## src/verilog/card_params.svh

```systemverilog
`ifndef CARD_PARAMS_SVH
`define CARD_PARAMS_SVH
`define CFG_OPT0_IDX 4'h0
`define CFG_OPT1_IDX 4'h1
`define STATUS0_IDX 4'h2
`define STATUS1_IDX 4'h3
`define BASE0_IDX 4'h4
`define LIMIT0_IDX 4'h5
`define BASE1_IDX 4'h6
`define LIMIT1_IDX 4'h7
`define POLARITY_IDX 4'h8
`define IDENT_IDX 4'h9
`define EE_CTRL_IDX 4'ha
`define CIS_DEPTH 16
`define SHADOW_DEFAULTS 9
`define CFG_OPT_RESET 16'h0000
`define IDENT_RESET 16'h00a5
`define PULSE_CYCLES 16
`define OPT_LEVEL_BIT 6
`define STAT_INTR_BIT 1
`define STAT_PROTO_BIT 0
`define POL_BYTE_WIDE_BIT 0
`define EE_SAVE_BIT 0
`endif

```

## src/verilog/card_pkg.sv

```systemverilog
package card_pkg;
  typedef enum logic [1:0] {ST_LOAD, ST_RUN, ST_SAVE} mode_e;
  typedef logic [15:0] word_t;
endpackage

```

## src/verilog/card_link_if.sv

```systemverilog
`timescale 1ns/1ps
`default_nettype none
interface card_link_if;
  logic io_rd;
  logic io_wr;
  logic attr_rd;
  logic attr_wr;
  logic mem_wr;
  logic is16;
  logic [15:0] addr;
  logic [15:0] wdata;
  logic [15:0] rdata;
  logic host_reset;
  logic irq_n;
  modport device(input io_rd, io_wr, attr_rd, attr_wr, mem_wr, is16, addr, wdata, host_reset,
    output rdata, irq_n);
  modport host(output io_rd, io_wr, attr_rd, attr_wr, mem_wr, is16, addr, wdata, host_reset,
    input rdata, irq_n);
endinterface
`default_nettype wire

```

## src/verilog/irq_pulser.sv

```systemverilog
`timescale 1ns/1ps
`default_nettype none
`include "card_params.svh"
module irq_pulser
#(
  parameter int PULSE_LEN = `PULSE_CYCLES
)
(
  input wire logic clk_i,
  input wire logic rst_i,
  input wire logic fire_i,
  input wire logic level_mode_i,
  input wire logic level_i,
  output logic irq_o
);
  logic [$clog2(PULSE_LEN+1)-1:0] count;
  // A pulse is fired on the rising edge of the request and lasts PULSE_LEN cycles.
  always_ff @(posedge clk_i)
  begin
    if (rst_i)
      count <= '0;
    else if (fire_i && count == '0)
      count <= ($clog2(PULSE_LEN+1))'(PULSE_LEN);
    else if (count != '0)
      count <= count - 1'b1;
  end
  always_ff @(posedge clk_i)
  begin
    if (rst_i)
      irq_o <= 1'b0;
    else
      irq_o <= level_mode_i ? level_i : (fire_i || count > 1);
  end
endmodule
`default_nettype wire

```

## src/verilog/card_device.sv

```systemverilog
`timescale 1ns/1ps
`default_nettype none
`include "card_params.svh"
// Contract
// - Matching I/O access routes to its function.
// - Each function has base and limit.
// - Pin reset first reloads CIS from EEPROM.
// - Pin reset clears both configuration options.
// - Pin reset restores all other defaults.
// - Power-on copies EEPROM into shadow RAM.
// - Written defaults can be saved to EEPROM.
// - Non-backed registers read/write via attribute space.
// - Either function request raises host interrupt.
// - Pulsed mode pulse lasts sixteen clocks.
// - Host should prefer level mode for dual.
// - Status shows source; held until serviced, but in OR mode the pending bit clears once the request drops.
// - Protocol bit selects OR or enhanced.
// - Software should set protocol bits for dual.
// - Software clears pending bit after service.
// - Enhanced: no new interrupt until cleared.
// - Default sixteen bit; byte passed unchanged.
// - Word memory: byte uses low/high by address.
// - Word memory: word access strobes both.
// - Byte memory: byte accesses use low only.
// - Byte memory: word access low strobe only.
// - Function 0 alone works as single function.
module card_device
  import card_pkg::*;
(
  input wire logic clk_i,
  input wire logic rst_i,
  card_link_if.device link,
  input wire logic [1:0] function_interrupt_request_i,
  output logic [1:0] func_sel_o,
  output logic func_rd_o,
  output logic func_wr_o,
  output logic [15:0] func_addr_o,
  output logic [15:0] func_wdata_o,
  input wire logic [15:0] func_rdata_i,
  output logic memory_write_strobe_low_n_o,
  output logic memory_write_strobe_high_n_o,
  output logic ee_rd_o,
  output logic ee_wr_o,
  output logic [3:0] ee_addr_o,
  output logic [15:0] ee_wdata_o,
  input wire logic [15:0] ee_rdata_i,
  output logic busy_o
);
  localparam int DEPTH = `CIS_DEPTH;
  mode_e mode;
  logic [3:0] ptr;
  word_t shadow [DEPTH];
  word_t cfg_opt [2];
  word_t status [2];
  word_t base [2];
  word_t limit [2];
  word_t polarity;
  word_t ident;
  word_t ee_ctrl;
  logic [1:0] req_s1, req_s2, req_q, pending;
  logic fire, level_req;
  logic irq;
  logic [15:0] addr;

  function automatic logic hit(input word_t a, input word_t b, input word_t l);
    hit = (a >= b) && (a <= b + l);
  endfunction

  assign addr = link.addr;

  // EEPROM load at reset and save on request.
  always_ff @(posedge clk_i)
  begin
    if (rst_i || link.host_reset)
    begin
      mode <= ST_LOAD;
      ptr <= '0;
    end
    else
      case (mode)
        ST_LOAD:
        begin
          if (ptr == 4'(DEPTH - 1))
            mode <= ST_RUN;
          ptr <= ptr + 1'b1;
        end
        ST_RUN:
        begin
          if (link.attr_wr && addr[3:0] == `EE_CTRL_IDX && link.wdata[`EE_SAVE_BIT])
          begin
            mode <= ST_SAVE;
            ptr <= '0;
          end
        end
        ST_SAVE:
        begin
          if (ptr == 4'(DEPTH - 1))
            mode <= ST_RUN;
          ptr <= ptr + 1'b1;
        end
        default: mode <= ST_RUN;
      endcase
  end

  // Read data belongs to the registered address, so each word lands one cycle after its request.
  always_ff @(posedge clk_i)
  begin
    if (ee_rd_o)
      shadow[ee_addr_o] <= ee_rdata_i;
    else if (mode == ST_RUN && link.attr_wr && addr[8])
      shadow[addr[3:0]] <= link.wdata;
  end

  always_ff @(posedge clk_i)
  begin
    if (rst_i || link.host_reset)
    begin
      ee_rd_o <= 1'b0;
      ee_wr_o <= 1'b0;
      ee_addr_o <= '0;
      ee_wdata_o <= '0;
      busy_o <= 1'b1;
    end
    else
    begin
      ee_rd_o <= (mode == ST_LOAD);
      ee_wr_o <= (mode == ST_SAVE);
      ee_addr_o <= ptr;
      ee_wdata_o <= shadow[ptr];
      busy_o <= (mode != ST_RUN);
    end
  end

  // Configuration registers; shadow words supply defaults after load.
  always_ff @(posedge clk_i)
  begin
    if (rst_i || link.host_reset)
    begin
      cfg_opt[0] <= `CFG_OPT_RESET;
      cfg_opt[1] <= `CFG_OPT_RESET;
      base[0] <= '0;
      base[1] <= '0;
      limit[0] <= '0;
      limit[1] <= '0;
      polarity <= '0;
      ident <= `IDENT_RESET;
      ee_ctrl <= '0;
    end
    else if (mode == ST_LOAD && ptr == 4'(DEPTH - 1))
    begin
      base[0] <= shadow[0];
      limit[0] <= shadow[1];
      base[1] <= shadow[2];
      limit[1] <= shadow[3];
      polarity <= shadow[4];
    end
    else if (mode == ST_RUN && link.attr_wr && !addr[8])
      case (addr[3:0])
        `CFG_OPT0_IDX: cfg_opt[0] <= link.wdata;
        `CFG_OPT1_IDX: cfg_opt[1] <= link.wdata;
        `BASE0_IDX: base[0] <= link.wdata;
        `LIMIT0_IDX: limit[0] <= link.wdata;
        `BASE1_IDX: base[1] <= link.wdata;
        `LIMIT1_IDX: limit[1] <= link.wdata;
        `POLARITY_IDX: polarity <= link.wdata;
        `IDENT_IDX: ident <= link.wdata;
        `EE_CTRL_IDX: ee_ctrl <= link.wdata;
        default: ;
      endcase
  end

  // Interrupt requests arrive from other logic domains, so they are synchronised.
  always_ff @(posedge clk_i)
  begin
    if (rst_i)
    begin
      req_s1 <= '0;
      req_s2 <= '0;
      req_q <= '0;
    end
    else
    begin
      req_s1 <= function_interrupt_request_i;
      req_s2 <= req_s1;
      req_q <= req_s2;
    end
  end

  genvar f;
  generate
    for (f = 0; f < 2; f++)
    begin : g_fn
      always_ff @(posedge clk_i)
      begin
        if (rst_i || link.host_reset)
          status[f] <= '0;
        else
        begin
          if (link.attr_wr && mode == ST_RUN && !addr[8]
              && addr[3:0] == (f == 0 ? `STATUS0_IDX : `STATUS1_IDX))
            status[f][`STAT_PROTO_BIT] <= link.wdata[`STAT_PROTO_BIT];
          // A new request wins over a clear in the same cycle.
          // In enhanced mode a request still held after the clear raises the next interrupt.
          if ((req_s2[f] && !req_q[f])
              || (status[f][`STAT_PROTO_BIT] && req_s2[f] && !status[f][`STAT_INTR_BIT]))
            status[f][`STAT_INTR_BIT] <= 1'b1;
          else if (link.attr_wr && mode == ST_RUN && !addr[8]
              && addr[3:0] == (f == 0 ? `STATUS0_IDX : `STATUS1_IDX)
              && !link.wdata[`STAT_INTR_BIT])
            status[f][`STAT_INTR_BIT] <= 1'b0;
          else if (!status[f][`STAT_PROTO_BIT] && !req_s2[f])
            status[f][`STAT_INTR_BIT] <= 1'b0;
        end
      end
      assign pending[f] = status[f][`STAT_INTR_BIT];
    end
  endgenerate

  // Enhanced mode holds off a new edge while any pending bit stands.
  logic enhanced, blocked, level_d;
  assign enhanced = status[0][`STAT_PROTO_BIT] | status[1][`STAT_PROTO_BIT];
  assign level_req = enhanced ? |pending : |req_s2;
  always_ff @(posedge clk_i)
  begin
    if (rst_i)
    begin
      level_d <= 1'b0;
      blocked <= 1'b0;
    end
    else
    begin
      level_d <= level_req;
      blocked <= enhanced && |pending;
    end
  end
  assign fire = level_req && (!level_d || (enhanced && !blocked && |pending && !level_d));

  // A pin reset also cuts a running pulse, so the host never sees a stale request.
  irq_pulser u_pulse (
    .clk_i(clk_i),
    .rst_i(rst_i || link.host_reset),
    .fire_i(fire),
    .level_mode_i(cfg_opt[0][`OPT_LEVEL_BIT]),
    .level_i(level_req),
    .irq_o(irq)
  );
  assign link.irq_n = ~irq;

  // I/O window decode and memory write strobes.
  always_ff @(posedge clk_i)
  begin
    if (rst_i)
    begin
      func_sel_o <= '0;
      func_rd_o <= 1'b0;
      func_wr_o <= 1'b0;
      func_addr_o <= '0;
      func_wdata_o <= '0;
      memory_write_strobe_low_n_o <= 1'b1;
      memory_write_strobe_high_n_o <= 1'b1;
    end
    else
    begin
      func_sel_o[0] <= hit(addr, base[0], limit[0]);
      func_sel_o[1] <= hit(addr, base[1], limit[1]) && !hit(addr, base[0], limit[0]);
      func_rd_o <= link.io_rd && (hit(addr, base[0], limit[0]) || hit(addr, base[1], limit[1]));
      func_wr_o <= link.io_wr && (hit(addr, base[0], limit[0]) || hit(addr, base[1], limit[1]));
      func_addr_o <= addr;
      func_wdata_o <= link.wdata;
      if (polarity[`POL_BYTE_WIDE_BIT])
      begin
        memory_write_strobe_low_n_o <= !link.mem_wr;
        memory_write_strobe_high_n_o <= 1'b1;
      end
      else
      begin
        memory_write_strobe_low_n_o <= !(link.mem_wr && (link.is16 || !addr[0]));
        memory_write_strobe_high_n_o <= !(link.mem_wr && (link.is16 || addr[0]));
      end
    end
  end

  always_comb
  begin
    if (link.io_rd)
      link.rdata = func_rdata_i;
    else if (addr[8])
      link.rdata = shadow[addr[3:0]];
    else
      case (addr[3:0])
        `CFG_OPT0_IDX: link.rdata = cfg_opt[0];
        `CFG_OPT1_IDX: link.rdata = cfg_opt[1];
        `STATUS0_IDX: link.rdata = status[0];
        `STATUS1_IDX: link.rdata = status[1];
        `BASE0_IDX: link.rdata = base[0];
        `LIMIT0_IDX: link.rdata = limit[0];
        `BASE1_IDX: link.rdata = base[1];
        `LIMIT1_IDX: link.rdata = limit[1];
        `POLARITY_IDX: link.rdata = polarity;
        `IDENT_IDX: link.rdata = ident;
        `EE_CTRL_IDX: link.rdata = {ee_ctrl[15:1], busy_o};
        default: link.rdata = '0;
      endcase
  end
endmodule
`default_nettype wire

```

## src/flat_wrapper.sv

```systemverilog
// flat-port wrapper written by rule: the top's interface ports become plain ports
module card_device_flat import card_pkg::*;
  (clk_i, rst_i, function_interrupt_request_i, func_sel_o, func_rd_o, func_wr_o, func_addr_o, func_wdata_o, func_rdata_i, memory_write_strobe_low_n_o, memory_write_strobe_high_n_o, ee_rd_o, ee_wr_o, ee_addr_o, ee_wdata_o, ee_rdata_i, busy_o, link_io_rd, link_io_wr, link_attr_rd, link_attr_wr, link_mem_wr, link_is16, link_addr, link_wdata, link_host_reset, link_rdata, link_irq_n);
  card_link_if link_i ();
  input wire logic clk_i;
  input wire logic rst_i;
  input wire logic [1:0] function_interrupt_request_i;
  output logic [1:0] func_sel_o;
  output logic func_rd_o;
  output logic func_wr_o;
  output logic [15:0] func_addr_o;
  output logic [15:0] func_wdata_o;
  input wire logic [15:0] func_rdata_i;
  output logic memory_write_strobe_low_n_o;
  output logic memory_write_strobe_high_n_o;
  output logic ee_rd_o;
  output logic ee_wr_o;
  output logic [3:0] ee_addr_o;
  output logic [15:0] ee_wdata_o;
  input wire logic [15:0] ee_rdata_i;
  output logic busy_o;
  input wire logic [$bits(link_i.io_rd)-1:0] link_io_rd;
  input wire logic [$bits(link_i.io_wr)-1:0] link_io_wr;
  input wire logic [$bits(link_i.attr_rd)-1:0] link_attr_rd;
  input wire logic [$bits(link_i.attr_wr)-1:0] link_attr_wr;
  input wire logic [$bits(link_i.mem_wr)-1:0] link_mem_wr;
  input wire logic [$bits(link_i.is16)-1:0] link_is16;
  input wire logic [$bits(link_i.addr)-1:0] link_addr;
  input wire logic [$bits(link_i.wdata)-1:0] link_wdata;
  input wire logic [$bits(link_i.host_reset)-1:0] link_host_reset;
  output wire logic [$bits(link_i.rdata)-1:0] link_rdata;
  output wire logic [$bits(link_i.irq_n)-1:0] link_irq_n;
  assign link_i.io_rd = link_io_rd;
  assign link_i.io_wr = link_io_wr;
  assign link_i.attr_rd = link_attr_rd;
  assign link_i.attr_wr = link_attr_wr;
  assign link_i.mem_wr = link_mem_wr;
  assign link_i.is16 = link_is16;
  assign link_i.addr = link_addr;
  assign link_i.wdata = link_wdata;
  assign link_i.host_reset = link_host_reset;
  assign link_rdata = link_i.rdata;
  assign link_irq_n = link_i.irq_n;
  card_device u_core (.clk_i(clk_i), .rst_i(rst_i), .link(link_i), .function_interrupt_request_i(function_interrupt_request_i), .func_sel_o(func_sel_o), .func_rd_o(func_rd_o), .func_wr_o(func_wr_o), .func_addr_o(func_addr_o), .func_wdata_o(func_wdata_o), .func_rdata_i(func_rdata_i), .memory_write_strobe_low_n_o(memory_write_strobe_low_n_o), .memory_write_strobe_high_n_o(memory_write_strobe_high_n_o), .ee_rd_o(ee_rd_o), .ee_wr_o(ee_wr_o), .ee_addr_o(ee_addr_o), .ee_wdata_o(ee_wdata_o), .ee_rdata_i(ee_rdata_i), .busy_o(busy_o));
endmodule
```

## config.mk

```make
export PLATFORM = sky130hd
export DESIGN_NAME = card_device_flat
export DESIGN_NICKNAME = d
export VERILOG_FILES = /design/src/verilog/card_pkg.sv /design/src/verilog/card_link_if.sv /design/src/verilog/irq_pulser.sv /design/src/verilog/card_device.sv /design/src/flat_wrapper.sv
export VERILOG_INCLUDE_DIRS = /design/src /design/src/verilog
export SDC_FILE = /design/constraint.sdc
export NUM_CORES = 1
export LEC_CHECK = 0
export BUFFER_PORTS_ARGS = -buffer_cell sky130_fd_sc_hd__buf_2
export CAP_MARGIN = 25
export CORE_MARGIN = 2
export CORE_UTILIZATION = 35
export CTS_CLUSTER_DIAMETER = 120
export CTS_CLUSTER_SIZE = 28
export DETAILED_ROUTE_END_ITERATION = 12
export REMOVE_ABC_BUFFERS = 1
export SLEW_MARGIN = 20
export SYNTH_ARGS = -nofsm -noshare
export SYNTH_HDL_FRONTEND = slang
export SYNTH_SLANG_ARGS = --single-unit
```

## constraint.sdc

```tcl
create_clock -name clk_i -period 12.25 [get_ports clk_i]
set_input_delay 1.225 -clock clk_i [delete_from_list [all_inputs] [get_ports clk_i]]
set_output_delay 1.225 -clock clk_i [all_outputs]
set_load 0.005 [all_outputs]
```

==> impl_summary.md, run 1 <==
Detailed routing
For this block, the routed nets add up to 75.2 mm of wire. The per-cell via count in the routed design is 5.87. The count of TritonRoute iterations in the first routing pass is 6.

In this run, the number of DRC markers left after iteration 0 of detailed routing was 1888. The average wire length per cell after detail routing is 26.4 µm. The overall via count from detail_route is 16700. The residual antenna-violating net count after detailed routing is 0. The post-route DRC violation count is 0.

Synth
The cell taking the most area after synthesis is sky130_fd_sc_hd__edfxtp_1. The average size of a mapped cell is 13.7 µm². After synthesis, the cell types taking the most area are sky130_fd_sc_hd__edfxtp_1 (44%), sky130_fd_sc_hd__mux4_2 (15%), sky130_fd_sc_hd__dfxtp_1 (10%), sky130_fd_sc_hd__ha_1 (4.9%), sky130_fd_sc_hd__a22o_1 (2.6%). The number of different library cells in the post-synthesis netlist is 80. After synthesis the cells add up to 24600 µm². The number of synthesized flops with an enable pin is 356. For this run, the number of Yosys warnings is 0. The most instantiated flip-flop cell in the synthesis netlist is sky130_fd_sc_hd__edfxtp_1. The share of flip-flops with an asynchronous set or reset is 0%. Counting every instance in the synthesized netlist gives 1797. The number of synthesized register bits is 483. The synthesized design devotes to its leading area cell type 43.5% of total area. The sequential-to-total area share from yosys stat is 53.9%.

Clock tree
The number of levels in the clock H-tree is 1. The tree is rooted in a sky130_fd_sc_hd__clkbuf_16. The largest buffer count on any clock path is 3.

The CTS tree is yes. The clock insertion delay at the later pin of the skew report is 610 ps. The clock transition at the register clock pins on the worst setup and hold paths after CTS is 100 ps.

Counting the buffers created by CTS gives 22. The count of hold buffers inserted by post-cts repair is 0. The number of setup buffers added after CTS is 0. In this run, post-CTS repair resized a total of 0 instances. The number of clock sinks is 483.

Global routing
The total global routing overflow is 0. Global routing used 20.7% of the available tracks. The number of antenna violations at the first check in global routing came to 2.

Entering global routing, the biggest net connects 65 pins. The via count of the first global-routing pass came to 16400. The wire length of the first global-routing pass is 109 mm.

Worst setup path
The origin of the critical flop-to-flop path is u_core.limit[0][18]. The critical path data arrival time is 4560 ps. STA classifies the critical path startpoint as an input pin. The endpoint of the worst-slack reg-to-reg timing path is u_core.func_rd_o. The path depth of the worst reg2reg path is 14. For the worst setup path, the data required time is 11020 ps. In this run the worst path has a maximum fanout of 56.

The worst setup path is of the in2out kind. In this run the register-to-register setup slack is 7330 ps. STA classifies the critical path endpoint as a primary output.

Die
153 I/O pins were placed. The total area inside the core boundary comes to 69800 µm². The vertical die dimension is 269 µm. The die is 269 µm wide. Once the floorplan was initialized, standard cells occupied 35.2% of the core. The overall die area is 72300 µm².

After floorplanning, the core was divided into 97 placement rows.

STA
The max-slew violation count is 0. The total negative setup slack is 0 ps. The final critical-path share of the clock period is 47.2%. Setup violations remaining at the end of the flow were counted as 0. The maximum clock frequency is 173 MHz. The measured slew at the worst slew-check pin is 1040 ps. The clock arrives with 44.6 ps of skew. The number of hold violations in the final report is 0.

The worst path in the final design needs a cycle of 5790 ps, including I/O delays and setup. Setup repair after global routing left no endpoint under its margin. The worst max-slew margin expressed relative to the limit is 30.7%.

Finish
The fraction of the core area covered by cells at the end of the flow is 38.8%. The layout net count is 2062. The count of antenna diodes in the layout is 0.

Cells with a size suffix above 1 make up 23.5% of the layout. The layout has 6523 filler cells. The layout overhead on the synthesized area is 10.1%.

Placed design
The count of buffers added on input and output ports is 151. The global placement routability congestion is 0.970. The post-DP HPWL is 51.5 mm.

Job
Max-cap violations in this run came to 0.

Worst hold path
Along the worst hold path, the cell count comes to 2. The source of the worst hold timing path is u_core.ee_ctrl[5]. The path class of the tightest hold or removal check is reg2reg.

For hold timing, the worst endpoint is u_core.ee_ctrl[5].

Run status
The flow ran to the end, and the final reports show no timing, DRC or antenna violations.

Pwr
For this design the static power due to leakage is 9.51 nW. The ratio of total power to cell area is 114 nW/µm². IR analysis of the VDD net gives a maximum drop of 0.0000844 V.

The total power is 3.08 mW.
-- sequential cells by signal, indices dropped and copies added (netlist names), 15 cells and up --
name                 flops
u_core.shadow          256
u_core.base             32
u_core.cfg_opt          32
u_core.limit            32
u_core.ee_wdata_o       16
u_core.func_addr_o      16
u_core.func_wdata_o     16
u_core.ident            16
u_core.polarity         16
u_core.ee_ctrl          15
-- per-stage QoR --
stage               std cells  hold slack, ps  setup WS, ps  instance area (µm²)
floorplan                1668             414          5700                24000
global placement         2804             444          6470                26300
detailed placement       2804             450          6470                26400
CTS                      2844             466          6460                27100
global route             2844             480          6300                27100
finish                   2844             466          6460                27100
-- cells by family (layout without fill, tap and decap cells) --
| logic type | after synthesis | count (layout) | synth area share [%] |
|---|---|---|---|
| fa+ha+maj | 99 | 99 | 5.10 |
| simple gates | 405 | 405 | 8.42 |
| xor+xnor | 22 | 22 | 0.784 |
| buf+inv | 182 | 289 | 3.16 |
| flops | 483 | 483 | 53.9 |
| mux | 232 | 232 | 17.9 |
| compound gates | 374 | 374 | 10.8 |
-- worst max-delay path, cell delays in order --
cell and delay, ps:
sky130_fd_sc_hd__buf_4 280, sky130_fd_sc_hd__buf_4 640, sky130_fd_sc_hd__buf_4 710, sky130_fd_sc_hd__mux4_2 420, sky130_fd_sc_hd__mux4_2 490, sky130_fd_sc_hd__a22oi_1 380
sky130_fd_sc_hd__o21ai_0 120, sky130_fd_sc_hd__buf_2 150
-- layer usage --
| layer | vias up | share of wire [%] | wire, µm | global-route usage [%] |
|---|---|---|---|---|
| met4 | 4 | 2.4 | 1830 | 5.06 |
| li1 | 7252 | - | - | - |
| met3 | 113 | 8.4 | 6330 | 3.32 |
| met5 | - | 0.033 | 25 | 0 |
| met1 | 8511 | 43 | 32500 | 29.8 |
| met2 | 803 | 46 | 34500 | 32.7 |
-- worst max-delay path by stage --
stage	from	to	depth (start not counted)
after global routing	link_addr[1]	link_rdata[14]	8
final	link_addr[1]	link_rdata[14]	8
after detailed placement	link_addr[1]	link_rdata[10]	8
after global placement	link_addr[2]	link_rdata[3]	9
after floorplan	u_core.ptr[0]	u_core.limit[0][0]	4
after CTS	link_addr[1]	link_rdata[10]	8
-- where the power goes --
| group | internal (mW) | switching (mW) | total [mW] |
|---|---|---|---|
| registers | 1.78 | 0.0282 | 1.81 |
| logic | 0.149 | 0.212 | 0.361 |
| clock network | 0.368 | 0.544 | 0.912 |
-- synth_stat cells, drive strengths merged, types with 6 or more instances --
| cell | number |
|---|---|
| edfxtp | 356 |
| mux4 | 162 |
| dfxtp | 127 |
| nor2 | 100 |
| ha | 97 |
| a21oi | 84 |
| nand2 | 77 |
| clkbuf | 75 |
| a22o | 72 |
| buf | 54 |
| inv | 52 |
| o21ai | 50 |
| nor2b | 48 |
| nand3 | 45 |
| mux2i | 43 |
| and2 | 42 |
| mux2 | 27 |
| a22oi | 24 |
| a211oi | 21 |
| nor3 | 20 |
| nand2b | 17 |
| a21o | 15 |
| a31oi | 15 |
| xor2 | 14 |
| nand4 | 11 |
| a221oi | 10 |
| a32oi | 10 |
| nor3b | 10 |
| o211ai | 10 |
| and3 | 8 |
| xnor2 | 8 |
| o221ai | 7 |
| or3 | 6 |
-- final cells by class --
class	instances	area [µm²]	share of cell area, %
Clock inverter	4	78.8	0.291
Sequential cell	483	13200	48.9
Timing Repair Buffer	196	1100	4.07
Multi-Input combinational cell	1132	10600	39.3
Tap cell	940	1180	4.35
Clock buffer	36	624	2.31
Inverter	53	199	0.735
-- cell usage in the layout, fill, tap and decap left out, drive strengths merged, types with 8 or more instances in the layout --
| cell | instances |
|---|---|
| nor2 | 100 |
| a22oi | 24 |
| nand3 | 45 |
| mux2 | 27 |
| xnor2 | 8 |
| and3 | 8 |
| a21o | 15 |
| o21ai | 50 |
| nand2b | 17 |
| clkbuf | 36 |
| nand2 | 77 |
| a32oi | 10 |
| edfxtp | 356 |
| nor3 | 20 |
| ha | 97 |
| inv | 54 |
| and2 | 42 |
| mux4 | 162 |
| a211oi | 21 |
| o211ai | 10 |
| mux2i | 43 |
| nor3b | 10 |
| nor2b | 48 |
| a21oi | 84 |
| nand4 | 11 |
| dfxtp | 127 |
| a22o | 72 |
| a221oi | 10 |
| a31oi | 15 |
| buf | 196 |
| xor2 | 14 |
Power figures use the tool's default switching activity.
==> run 2, diff against run 1 <==
==> constraint.sdc (replaced) <==
create_clock -name clk_i -period 5.36 [get_ports clk_i]
set_input_delay 0.536 -clock clk_i [delete_from_list [all_inputs] [get_ports clk_i]]
set_output_delay 0.536 -clock clk_i [all_outputs]
set_load 0.005 [all_outputs]
==> run 2 against run 1 <==
- setup slack worse by 5700 ps
- design area up 0.41%
- die area is the same
- non-clock buffer count is 10 higher
==> impl_summary.md, run 2 (synthesized netlist as in run 1, its figures left out) <==
Run status
The run finished with clean final reports.

Detailed routing
The routed wire length is 76.4 mm (+1.6%). The average wire length per cell after detail routing came to 26.8 µm (+1.2%). The violation count after the first detailed-routing iteration is 1732 (-8.3%). The overall via count from detail_route was 16600 (-0.40%). The post-route DRC violation count is 0 (unchanged). The per-cell via count in the routed design is 5.82 (-0.78%). The count of TritonRoute iterations in the first routing pass was 5 (-1). The residual antenna-violating net count after detailed routing came to 0 (unchanged).

Placed design
The worst slack at placement is 877 ps (-5590 ps). The number of placed instances, taps included is 2812 (+0.29%). The global placement routability congestion is 0.929 (-4.3%). The number of buffer cells added on primary ports is 151 (unchanged). The post-detailed-placement cell area is 26400 µm² (+0.24%).

The post-DP HPWL is 52.9 mm (+2.8%).

Clock tree
The largest buffer count on any clock path was 3 (unchanged). The number of buffers created by CTS is 22 (unchanged). The number of clock sinks is 483 (unchanged). The post-CTS setup buffer count was 0 (unchanged). The count of hold buffers inserted by post-cts repair is 0 (unchanged).

The cell sitting at the root of the clock tree is a sky130_fd_sc_hd__clkbuf_16. The CTS tree is yes. The clock transition at the register clock pins on the worst setup and hold paths after CTS was 110 ps (about the same). The clock insertion delay at the later pin of the skew report is 590 ps (-20 ps). The total of cells resized after clock tree synthesis is 0 (unchanged).

The number of levels in the clock H-tree was 1 (unchanged).

Global routing
The via count of the first global-routing pass is 16300 (-0.46%). The aggregate global-route resource usage came to 21.0% (+0.24 points). The maximum number of pins on one net before global-route repair is 65 (unchanged). The wire length of the first global-routing pass came to 110 mm (+0.45%).

The number of antenna violations at the first check in global routing was 2 (unchanged). The total global routing overflow came to 0 (unchanged).

Die
The number of primary I/O pins is 153 (unchanged). The core footprint is 69800 µm² (unchanged). The horizontal extent of the die is 269 µm (unchanged). The effective utilization at floorplan was 35.2% (unchanged). The row count was 97 (unchanged). The overall die area is 72300 µm² (unchanged). The vertical die dimension came to 269 µm (unchanged).

STA
Setup repair after global routing left no endpoint under its margin. The total negative setup slack is 0 ps (unchanged). The setup skew after layout is 22.3 ps (-22.3 ps). The measured slew at the worst slew-check pin is 1100 ps (+66.4 ps).

For this run, the top clock speed supported by timing is 219 MHz. The worst hold margin came to 159 ps (-306 ps). The max-slew violation count was 0 (unchanged).

The worst path in the final design needs a cycle of 4570 ps, including I/O delays and setup. The worst max-slew margin expressed relative to the limit was 26.4% (-4.3 points). The number of hold violations in the final report came to 0 (unchanged).

The final critical path takes up 85.3% of the cycle. The number of setup violations in the final report is 0 (unchanged). The final worst-path setup slack is 786 ps (-5680 ps).

Job
The number of max-cap violations is 0 (unchanged).

Pwr
The total power was 7.05 mW (+130%). The maximum resistive drop on vdd is 0.000215 V (+150%). The leakage power figure is 9.58 nW (+0.71%). The share of total power in sequential cells is 58.5% (-0.2 points). The switching power came to 1.79 mW (+130%). The ratio of total power to cell area is 260 nW/µm² (+130%). The combinational cell fraction of total power is 12.0% (+0.3 points). The switching share of total power is 25.4% (-0.067 points). The relative contribution of the clock network to total power came to 29.5% (about the same). The internal power of the cells is 5.26 mW (+130%).

Worst setup path
The kind of start point of the critical path is a flip-flop. The required time of the critical path is 5860 ps (-5160 ps). The type of element capturing the critical path is a flip-flop.

The critical path is of the reg2reg type. The maximum fanout along the worst path is 4 (-93%). The critical path data arrival time was 5080 ps (+520 ps).

Finish
The most common library cell in the layout ignoring fill and taps is sky130_fd_sc_hd__edfxtp_1. The fraction of the core area covered by cells at the end of the flow came to 38.9% (+0.16 points). The area of all placed cells without fillers is 27200 µm² (+0.41%).

The area growth from synthesis to layout is 10.6%. The register ranked first by flip-flop count is u_core.shadow. The flip-flop count of the largest register, all copies and words added is 256 (unchanged).

Leaving out fill and tap cells, the most frequent cells in the layout are sky130_fd_sc_hd__edfxtp_1 (356), sky130_fd_sc_hd__mux4_2 (161), sky130_fd_sc_hd__buf_2 (149), sky130_fd_sc_hd__dfxtp_1 (125), sky130_fd_sc_hd__ha_1 (97). The layout net count came to 2072 (+0.48%). The layout cell share with drive strength beyond 1 came to 23.9% (+0.40 points).

The number of non-filler instances in the completed layout is 2855 (+0.39%).

Worst hold path
The worst min-delay path class is in2reg.
-- run 2: cell types whose count changed in the layout (fill, tap and decap cells not counted), sizes merged --
cell and change:
buf +10, diode +1
-- run 2: power groups by stage --
stage	registers, mW	clock network, mW	logic (mW)
2_1_floorplan	4.20	0	0.467
4_1_cts	4.13	2.13	0.847
6_report	4.13	2.08	0.849
3_3_place_gp	4.21	0	0.824
3_5_place_dp	4.21	0	0.842
5_1_grt	4.14	2.25	0.926
-- run 2: metal layers --
| layer | share of wire [%] | vias up | wire length, µm | global-route usage, % |
|---|---|---|---|---|
| li1 | - | 7289 | - | - |
| met1 | 43 | 8523 | 33000 | 29.4 |
| met2 | 46 | 680 | 35200 | 33.3 |
| met3 | 8.0 | 121 | 6110 | 3.91 |
| met4 | 2.7 | 4 | 2090 | 5.80 |
| met5 | 0.034 | - | 26 | 0 |
-- run 2: final timing paths --
kind                            from                                   to  slack, ps  cells past startpoint
hold / removal             link_is16  u_core.memory_write_strobe_high_n_o        160                      2
hold reg to reg     u_core.req_s1[0]                     u_core.req_s2[0]        460                      1
setup / recovery  u_core.base[0][16]                     u_core.func_rd_o        790                     16
setup reg to reg  u_core.base[0][16]                     u_core.func_rd_o        790                     16
-- run 2: cell type report --
class                      count  area, µm²
sequential                   483      13200
clock inverter                 4       57.6
antenna                        1       2.50
multi-input combinational   1132      10600
timing repair buffer         206       1230
fill                        6573      42600
tap                          940       1180
clock buffer                  36        634
inverter                      53        199
-- run 2: worst max-delay path, stage by stage, from the launching register on --
cell and delay (ps):
sky130_fd_sc_hd__edfxtp_1 440, sky130_fd_sc_hd__ha_1 260, sky130_fd_sc_hd__inv_1 90, sky130_fd_sc_hd__fa_1 210
sky130_fd_sc_hd__nor2b_1 50, sky130_fd_sc_hd__o21ai_0 230, sky130_fd_sc_hd__a21boi_0 220, sky130_fd_sc_hd__o211ai_1 540
sky130_fd_sc_hd__or4b_1 480, sky130_fd_sc_hd__o311a_1 140, sky130_fd_sc_hd__ha_1 280, sky130_fd_sc_hd__nand4_1 140
sky130_fd_sc_hd__or4_1 570, sky130_fd_sc_hd__or2_2 310, sky130_fd_sc_hd__o41ai_1 60, sky130_fd_sc_hd__o211ai_1 210
sky130_fd_sc_hd__a211oi_1 270
